<file path="config.mk">
export PLATFORM = sky130hd
export DESIGN_NAME = sensor_status_and_write_lock
export DESIGN_NICKNAME = d
export VERILOG_FILES = /design/src/shared/sensor_status_pkg.sv /design/src/hw/sensor_status_and_write_lock.sv
export VERILOG_INCLUDE_DIRS = /design/src /design/src/shared
export SDC_FILE = /design/constraint.sdc
export NUM_CORES = 1
export LEC_CHECK = 0
export ABC_AREA = 1
export BUFFER_PORTS_ARGS = -buffer_cell sky130_fd_sc_hd__clkbuf_2
export CAP_MARGIN = 20
export CORE_UTILIZATION = 40
export CTS_BUF_LIST = sky130_fd_sc_hd__clkbuf_4
export DETAILED_ROUTE_END_ITERATION = 10
export SYNTH_ARGS = -nofsm -noshare
export SYNTH_HDL_FRONTEND = slang
export SYNTH_SLANG_ARGS = --single-unit
</file>
<file path="constraint.sdc">
create_clock -name clk -period 3.9 [get_ports clk]
set_input_delay 0.39 -clock clk [delete_from_list [all_inputs] [get_ports clk]]
set_output_delay 0.39 -clock clk [all_outputs]
set_load 0.005 [all_outputs]
</file>
<file path="src/shared/sensor_status_regs.svh">
// Register offsets, field positions, reset values and fixed codes of the status and write-lock bank.
`ifndef SENSOR_STATUS_REGS_SVH
`define SENSOR_STATUS_REGS_SVH

// ****************************************
// Register offsets
// ****************************************
`define OFS_FRAME_IMAGE_QUALITY 7'h07
`define OFS_OPERATING_PHASE_REPORT 7'h08
`define OFS_CONFIG_WRITE_LOCK 7'h09
`define OFS_LOCKED_FIRST 7'h0A
`define OFS_LOCKED_LAST 7'h7F

// ****************************************
// Field positions
// ****************************************
`define PHASE_FIELD_LSB 0
`define PHASE_FIELD_MSB 2
`define SLEEP_LEVEL_BIT 3

// ****************************************
// Operating phase codes
// ****************************************
`define PHASE_NORMAL 3'h0
`define PHASE_ENTER_SLEEP1 3'h1
`define PHASE_ENTER_SLEEP2 3'h2
`define PHASE_RESERVED 3'h3
`define PHASE_ASLEEP 3'h4

// ****************************************
// Reset values and limits
// ****************************************
`define RST_FRAME_IMAGE_QUALITY 8'h00
`define RST_CONFIG_WRITE_LOCK 8'h00
`define DEFAULT_MIN_QUALITY 8'h0A
`define DEFAULT_UNLOCK_VALUE 8'hA5

`endif
</file>
<file path="src/shared/sensor_status_pkg.sv">
// Types shared by the status and write-lock bank.
`default_nettype none

package sensor_status_pkg;

    typedef logic [6:0] regAddr_t;
    typedef logic [7:0] regByte_t;
    typedef logic [2:0] phase_t;

    typedef struct packed {
        regByte_t quality;
        phase_t phase;
        logic sleepLevel;
        regByte_t writeLock;
        regByte_t rdData;
        logic rdValid;
        logic cfgWrStb;
        regAddr_t cfgAddr;
        regByte_t cfgData;
        logic trackingOk;
    } bank_s;

endpackage : sensor_status_pkg

`default_nettype wire

</file>
<file path="src/hw/sensor_status_and_write_lock.sv">
// Image quality report, operating phase report and write lock for the upper configuration registers.
//
// Summary of operation
// - Report current frame image quality, 0 to 255.
// - Quality of ten is default tracking minimum.
// - Phase bits 2:0: normal, entering sleep1, sleep2.
// - Never report code 011; 100 means asleep.
// - Sleep level bit valid only while asleep.
`timescale 1ns/100ps
`default_nettype none

`include "sensor_status_regs.svh"

module sensor_status_and_write_lock #(
    parameter sensor_status_pkg::regByte_t unlockValue = `DEFAULT_UNLOCK_VALUE
) (
    // Clock and reset.
    input wire logic clk,
    input wire logic rst_n,
    // Register access from the serial port engine.
    input wire sensor_status_pkg::regAddr_t regAddr,
    input wire logic regWrStb,
    input wire sensor_status_pkg::regByte_t regWrData,
    input wire logic regRdStb,
    output logic [7:0] rdData,
    output logic rdValid,
    // Frame quality from the image pipeline.
    input wire logic frameDone,
    input wire sensor_status_pkg::regByte_t frameQuality,
    input wire sensor_status_pkg::regByte_t qualityThreshold,
    output logic trackingOk,
    // Power state from the low power timer.
    input wire sensor_status_pkg::phase_t operatingPhase,
    input wire logic sleepLevel2,
    // Writes passed to the upper configuration registers.
    output logic cfgWrStb,
    output logic [6:0] cfgAddr,
    output logic [7:0] cfgData,
    output logic cfgLocked
);
    import sensor_status_pkg::*;

    // ****************************************
    // Reset release
    // ****************************************
    logic [1:0] rstSync_q;
    logic rstLocal_n;

    always_ff @(posedge clk or negedge rst_n) begin
        if (!rst_n) begin
            rstSync_q <= 2'h0;
        end else begin
            rstSync_q <= {rstSync_q[0], 1'b1};
        end
    end

    assign rstLocal_n = rstSync_q[1];

    // ****************************************
    // Helpers
    // ****************************************
    function automatic logic inLockedRange(input regAddr_t a);
        inLockedRange = (a >= `OFS_LOCKED_FIRST) && (a <= `OFS_LOCKED_LAST);
    endfunction : inLockedRange

    function automatic regByte_t phaseReport(input phase_t p, input logic lvl);
        phaseReport = 8'h00;
        phaseReport[`PHASE_FIELD_MSB:`PHASE_FIELD_LSB] = p;
        phaseReport[`SLEEP_LEVEL_BIT] = (p == `PHASE_ASLEEP) ? lvl : 1'b0;
    endfunction : phaseReport

    // ****************************************
    // State update
    // ****************************************
    bank_s state_q;
    bank_s state_d;
    logic unlocked;

    assign unlocked = (state_q.writeLock == unlockValue);

    always_comb begin
        state_d = state_q;
        state_d.rdValid = 1'b0;
        state_d.cfgWrStb = 1'b0;
        if (frameDone) begin
            state_d.quality = frameQuality;
        end
        // A zero threshold falls back to the default minimum.
        if (qualityThreshold == 8'h00) begin
            state_d.trackingOk = state_q.quality >= `DEFAULT_MIN_QUALITY;
        end else begin
            state_d.trackingOk = state_q.quality >= qualityThreshold;
        end
        case (operatingPhase)
            `PHASE_NORMAL, `PHASE_ENTER_SLEEP1, `PHASE_ENTER_SLEEP2: begin
                state_d.phase = operatingPhase;
            end
            `PHASE_ASLEEP: begin
                state_d.phase = operatingPhase;
                state_d.sleepLevel = sleepLevel2;
            end
            default: begin
                // Reserved and undefined codes keep the last valid phase.
                state_d.phase = state_q.phase;
            end
        endcase
        if (regWrStb) begin
            if (regAddr == `OFS_CONFIG_WRITE_LOCK) begin
                state_d.writeLock = regWrData;
            end else if (inLockedRange(regAddr) && unlocked) begin
                state_d.cfgWrStb = 1'b1;
                state_d.cfgAddr = regAddr;
                state_d.cfgData = regWrData;
            end
        end
        if (regRdStb) begin
            case (regAddr)
                `OFS_FRAME_IMAGE_QUALITY: begin
                    state_d.rdData = state_q.quality;
                    state_d.rdValid = 1'b1;
                end
                `OFS_OPERATING_PHASE_REPORT: begin
                    state_d.rdData = phaseReport(state_q.phase, state_q.sleepLevel);
                    state_d.rdValid = 1'b1;
                end
                `OFS_CONFIG_WRITE_LOCK: begin
                    state_d.rdData = state_q.writeLock;
                    state_d.rdValid = 1'b1;
                end
                default: begin
                    state_d.rdData = 8'h00;
                end
            endcase
        end
    end

    always_ff @(posedge clk or negedge rstLocal_n) begin
        if (!rstLocal_n) begin
            state_q <= '0;
            state_q.quality <= `RST_FRAME_IMAGE_QUALITY;
            state_q.phase <= `PHASE_NORMAL;
            state_q.writeLock <= `RST_CONFIG_WRITE_LOCK;
        end else begin
            state_q <= state_d;
        end
    end

    // ****************************************
    // Outputs
    // ****************************************
    assign rdData = state_q.rdData;
    assign rdValid = state_q.rdValid;
    assign trackingOk = state_q.trackingOk;
    assign cfgWrStb = state_q.cfgWrStb;
    assign cfgAddr = state_q.cfgAddr;
    assign cfgData = state_q.cfgData;
    assign cfgLocked = !unlocked;

endmodule : sensor_status_and_write_lock

`default_nettype wire

</file>
==> results of run 1 <==
==> power groups by stage <==
stage	sequential (mW)	clock [mW]	combinational [mW]
3_5_place_dp	0.555	0	0.110
3_3_place_gp	0.555	0	0.107
2_1_floorplan	0.547	0	0.0693
4_1_cts	0.545	0.303	0.111
5_1_grt	0.542	0.324	0.136
6_report	0.538	0.293	0.118
==> per-layer routing <==
metal | part of all wire | vias to the layer above | GRT usage
met3 | 0.038 | 7 | 0.03626
met1 | 0.50 | 940 | 0.2395
met4 | 0.013 | 0 | 0.05690
li1 | - | 1099 | -
met5 | 0 | - | 0
met2 | 0.45 | 39 | 0.2570
==> sequential cells by signal, indices dropped and copies added, names as in the netlist <==
name        count
state_q        20
cfgData         8
rdData          8
cfgAddr         7
rstSync_q       2
cfgWrStb        1
rdValid         1
trackingOk      1
==> path summary, 6_finish.rpt <==
path	startpoint	endpoint	slack, ns	cells after the start
worst min-delay path	rstSync_q[1]	state_q[37]	0.18	0
worst max register to register	state_q[29]	cfgAddr[6]	2.35	6
worst min register to register	rstSync_q[1]	state_q[37]	0.18	0
max in group asynchronous	rstSync_q[1]	cfgAddr[5]	3.25	1
min in group clk	frameQuality[6]	state_q[44]	0.23	3
worst max-delay path	state_q[29]	cfgLocked	1.94	5
==> logic make-up after synthesis <==
family	after synthesis	synth area share
AO/OA/AOI/OAI	26	0.05829
adder cells (fa/ha/maj)	8	0.03854
buffers and inverters	67	0.1368
flip-flops	48	0.4624
other	1	0.001444
AND/OR/NAND/NOR	173	0.3025
==> area by class of cell <==
| cell class | instances | area share |
|---|---|---|
| multi-input combinational | 208 | 0.3579 |
| clock inverter | 3 | 0.01462 |
| sequential | 48 | 0.4133 |
| clock buffer | 5 | 0.01290 |
| timing repair buffer | 68 | 0.1239 |
| inverter | 35 | 0.04516 |
| tap | 75 | 0.03226 |
==> worst max-delay path, cell delays in order, from the launching register on <==
cell      delay [ns]
dfrtp_1         0.43
nor2_1          0.11
nand3_1         0.11
nor2_4          0.37
inv_1           0.07
clkbuf_2        0.12
==> per-stage QoR <==
| stage | instances | power, mW | instance area (µm²) | hold WS (ns) |
|---|---|---|---|---|
| finish | 442 | 0.9489 | 2909 | 0.1788 |
| detailed placement | 432 | 0.6646 | 2799 | 0.1774 |
| global route | 442 | 1.003 | 2909 | 0.2063 |
| CTS | 441 | 0.9588 | 2889 | 0.2213 |
| floorplan | 323 | 0.6158 | 2597 | 0.09441 |
| global placement | 432 | 0.6615 | 2799 | 0.1760 |
==> layout by cell type, fill, tap and decap left out, types with 2 or more instances in the layout <==
cell	Yosys	routed
a21oi_1	4	4
clkbuf_2	0	66
clkbuf_4	0	5
dfrtp_1	48	47
ha_1	8	8
inv_1	33	33
inv_2	2	2
nand2_1	103	103
nand3_1	30	30
nand4_1	17	17
nor2_1	15	15
nor2_2	2	2
nor2_4	2	2
o21a_1	2	2
o21ai_0	14	14
o21ai_1	2	2
o22ai_1	2	2
==> impl_results.md, run 1 <==
- Net Sw Power: 0.2495 mW
- Initial antenna violation count: 0
- Residual DRC: 0
- Final core utilization: 0.4772
- Internal: 0.6994 mW
- Clock slew at reported path FFs: between 0.1 and 0.15 ns
- IO Pins: 67
- Final worst setup slack: 1.941 ns
- Critical path required time: 3.51 ns
- Drt first pass iters: 4
- Pwr per Cell Area: 326.2 mW/mm²
- Clk_skew: 0.003561 ns
- Die area: 0.006820 mm²
- Core area: 0.006096 mm²
- Detailed Place HPWL: 4147 µm
- Startpoint types: flop
- Yosys top cell area share: 0.4624
- CTS Sinks: 48
- Layout Area Growth over Synthesis: 11.99%
- WP data arrival: 1.57 ns
- Final hold violations: 0
- Gate power share: 0.124
- Total number of vias: roughly 2100
- Place WS: about 2.3 ns
- CTS tree: built
- Distinct cells, synth: 26
- Post-CTS setup repair buffer count: 0
- Root Driver: clkbuf_4
- Rows: 28
- RSZ-0062 raised after global routing: no
- Post-CTS Hold Fix Bufs: 1
- Total negative slack: 0 ns
- Synth Cell Area: 0.002597 mm²
- Part of the Yosys area used for sequential elements: 0.4624
- Post-DR wirelength/cell: ~12 µm
- Crit share post-route: 0.5022
- Max-slew violations: 0
- Rel. slew slack: 0.6599
- Fin nets: slightly above 400
- Synth cell count leaders: 103 x nand2_1, 48 x dfrtp_1, 33 x inv_1
- Number of global-route vias before repair: 1881
- Clock power frac: 0.308
- Routed wire length: roughly 5300 µm
- Leakage: about 1.7 nW
- H-tree depth: 2
- Ys async rst share: 1.000
- Flops & latches, synth: 48
- Gpl congestion: a little under 0.8
- Synth area leaders: dfrtp_1 46%, nand2_1 15%, buf_4 7.2%
- Critical path class: flop to primary output
- Clock Path Buffers: 2
- CP max FO: 17
- Synthesized area per cell: 8.042 µm²
- Syn nets: 371
- Gr ovfl total: 0
- Initial core utilization: 0.4261
- Sequential Area: ~0.0012 mm²
- All-Layer GR Usage: 0.1697
- Crit path time final: approximately 2.0 ns
- Number of enable flip-flop cells after synthesis: 0
- Max-cap violations: 0
- Pin count of the biggest net entering global routing: 47
- Max Fclk: 510.6 MHz
- First-pass GRT wire length: just under 9000 µm
- Worst ir drop on vdd: ~0.00023 V
- Top_reg_cell synth: dfrtp_1
- Die Ht: 82.59 µm
- Multi-input gate area in the final layout: 0.001041 mm²
- Num CTS Buffers: 5
- DRT iter0 DRCs: 61
- Endpoints failing setup: 0
- Status: completed
- Least-Margin Pin Slew: 0.5102 ns
- Port-buffer cells: 66
- Worst Hold Class: flop to async pin
- CP Capture Type: primary output
- Sequential power share: 0.567
- Final ANT Viol Nets: 0
- Via-to-Cell Ratio: approximately 4.7
- PostCTS Resize Cnt: 0
- Most common cell in the netlist: nand2_1
- Die width: 82.59 µm
- Sw frac: 0.2629
- Ys Warns: 0
- Layout cells sized above 1: 0.2371
- N_diodes: 0
- Fillers: 630
- Top cell type by total area after synthesis: dfrtp_1
- Clock Latency Late Sink: 0.36 ns
- Post-Syn Instances: 323
Note: power is estimated with default switching activity, not from simulation.
==> inputs of run 2 (changes only) <==
--- a/config.mk
+++ b/config.mk
@@ -12,6 +12,7 @@
 export CORE_UTILIZATION = 40
 export CTS_BUF_LIST = sky130_fd_sc_hd__clkbuf_4
 export DETAILED_ROUTE_END_ITERATION = 10
+export PLACE_DENSITY = 0.66
 export SYNTH_ARGS = -nofsm -noshare
 export SYNTH_HDL_FRONTEND = slang
 export SYNTH_SLANG_ARGS = --single-unit
==> constraint.sdc (replaced) <==
create_clock -name clk -period 1.6 [get_ports clk]
set_input_delay 0.16 -clock clk [delete_from_list [all_inputs] [get_ports clk]]
set_output_delay 0.16 -clock clk [all_outputs]
set_load 0.005 [all_outputs]
==> run 2 against run 1 <==
Compared with the run above: largest power group unchanged; sequential power grew 140%; total power grew 130%; critical path type unchanged; sequential cell count is the same; final cell count grew 1.6%; first-iteration DRC count grew to 2.9 times the previous value.
==> impl_results.md, run 2 (same netlist as run 1, synthesis figures left out) <==
- Status: completed
- Post-Route Hold Slack: 0.01020 ns
- Sequential power share: 0.599
- Post-DR wirelength/cell: 12.05 µm
- First-pass GRT wire length: 9128 µm
- CP max FO: 3
- Layout Area Growth over Synthesis: 13.39%
- Largest Register: state_q
- Detailed Place HPWL: about 4200 µm
- All-Layer GR Usage: 0.1770
- Port-buffer cells: 66
- Die width: 82.59 µm
- Net Sw Power: 0.5906 mW
- Hold_sp: frameQuality[0]
- Commonest cells after routing, fill and taps aside: 103 x nand2_1, 66 x clkbuf_2, 47 x dfrtp_1
- Pin count of the biggest net entering global routing: 47
- Reg2reg setup slack: 0.20 ns
- Clock power frac: 0.263
- Residual DRC: 0
- Worst Hold Class: input pin to flop
- Total negative slack: 0 ns
- N_diodes: 0
- H-tree depth: 2
- Worst hold path stage count: 3
- Worst ir drop on vdd: slightly below 0.0004 V
- Final ANT Viol Nets: 0
- Fillers: between 600 and 700
- Total number of vias: ~2200
- Max-slew violations: 0
- Fin nets: 421
- Sw frac: 0.2708
- Critical path required time: 1.44 ns
- Cell Area, Placed: around 0.0028 mm²
- Via-to-Cell Ratio: 4.898
- Worst Hold End: state_q[38]
- Initial core utilization: 0.4261
- Internal: roughly 1.6 mW
- Gate power share: 0.138
- R2R Path Start: state_q[27]
- Design Power: 2.181 mW
- FF-to-FF End: cfgAddr[6]
- CTS Sinks: between 40 and 50
- Max Fclk: 686.4 MHz
- Core area: 0.006096 mm²
- Final core utilization: 0.4832
- Routed wire length: around 5400 µm
- Finished Layout Cells: 449
- Die Ht: 82.59 µm
- Number of global-route vias before repair: 2054
- Rows: 28
- Clk_skew: 0.006005 ns
- Clock Path Buffers: 2
- Layout cells sized above 1: 0.2406
- Final worst setup slack: 0.1431 ns
- Clock slew at reported path FFs: roughly 0.12 ns
- Endpoints failing setup: 0
- Max-cap violations: 0
- Cell area after layout: 0.002945 mm²
- Inst Count DP: about 440
- Reg2Reg Depth: 7
- Clock Latency Late Sink: 0.37 ns
- RSZ-0062 raised after global routing: no
- Crit path time final: 1.457 ns
- DRT iter0 DRCs: 178
- Place WS: 0.2554 ns
- Final hold violations: 0
- Num CTS Buffers: 5
- WP data arrival: between 1 and 1.5 ns
- Die area: 0.006820 mm²
- Drt first pass iters: 4
- Leakage: 1.694 nW
- Critical path class: flop to primary output
- IO Pins: 67
- CTS tree: built
- Gpl congestion: around 0.81
- Leading cell type in the layout, fill and taps excluded: nand2_1
- Crit share post-route: 0.9106
- Root Driver: clkbuf_4
- Gr ovfl total: 0
- Pwr per Cell Area: 740.4 mW/mm²
- Initial antenna violation count: 0
- CP Capture Type: primary output
- Startpoint types: flop
- Max reg flops: 20
run 2: cell types whose count changed in the layout (fill, tap and decap cells not counted):
cell	change
clkinv_1	+1
dlygate4sd3_1	+3
clkbuf_4	+2
bufinv_16	-1
buf_4	+4
clkinvlp_4	-1
clkinv_2	-1
run 2: timing repair:
action,in CTS,in global routing
hold endpoints to repair,5,0
hold buffers,4,0
setup buffers,1,0
resized for setup,0,0
endpoints found under the setup margin,1,0
run 2: critical path, cell delays in order, from the launching register on:
cell and delay (ns):
dfrtp_1 0.42, nor2_1 0.11, nand3_1 0.12, nor2_4 0.13
inv_1 0.06, clkbuf_2 0.10
run 2: final cells by class:
cell class              instances  area (µm²)  area share
inverters                      35       131.4     0.04461
repair buffers                 75       420.4      0.1427
clock inverters                 1       3.754    0.001274
well taps                      75       93.84     0.03186
multi-input cells             208        1041      0.3534
flip-flops and latches         48        1202      0.4082
clock buffers                   7       52.55     0.01784
run 2: how the worst max path moves through the flow:
| stage | start | slack, ns | end |
|---|---|---|---|
| after CTS | state_q[27] | 0.12 | cfgLocked |
| after detailed placement | state_q[30] | 0.26 | cfgAddr[6] |
| after global routing | state_q[27] | 0.04 | cfgLocked |
| final | state_q[27] | 0.14 | cfgLocked |
| after global placement | state_q[30] | 0.27 | cfgData[2] |
| after floorplan | rstSync_q[1] | 0.17 | cfgAddr[0] |
run 2: metal layers:
layer / vias up / GRT usage / wire length, µm
li1: 1108 / - / -
met1: 1031 / 0.2404 / 2510
met2: 56 / 0.2851 / 2605
met3: 4 / 0.03407 / 244
met4: 0 / 0.05517 / 48
met5: - / 0 / 0
run 2: power groups by stage:
| stage | registers (mW) | clock network [mW] | logic [mW] |
|---|---|---|---|
| 3_5_place_dp | 1.33 | 0 | 0.298 |
| 4_1_cts | 1.31 | 0.601 | 0.307 |
| 5_1_grt | 1.31 | 0.655 | 0.355 |
| 6_report | 1.31 | 0.573 | 0.302 |
| 3_3_place_gp | 1.33 | 0 | 0.291 |
| 2_1_floorplan | 1.33 | 0 | 0.169 |
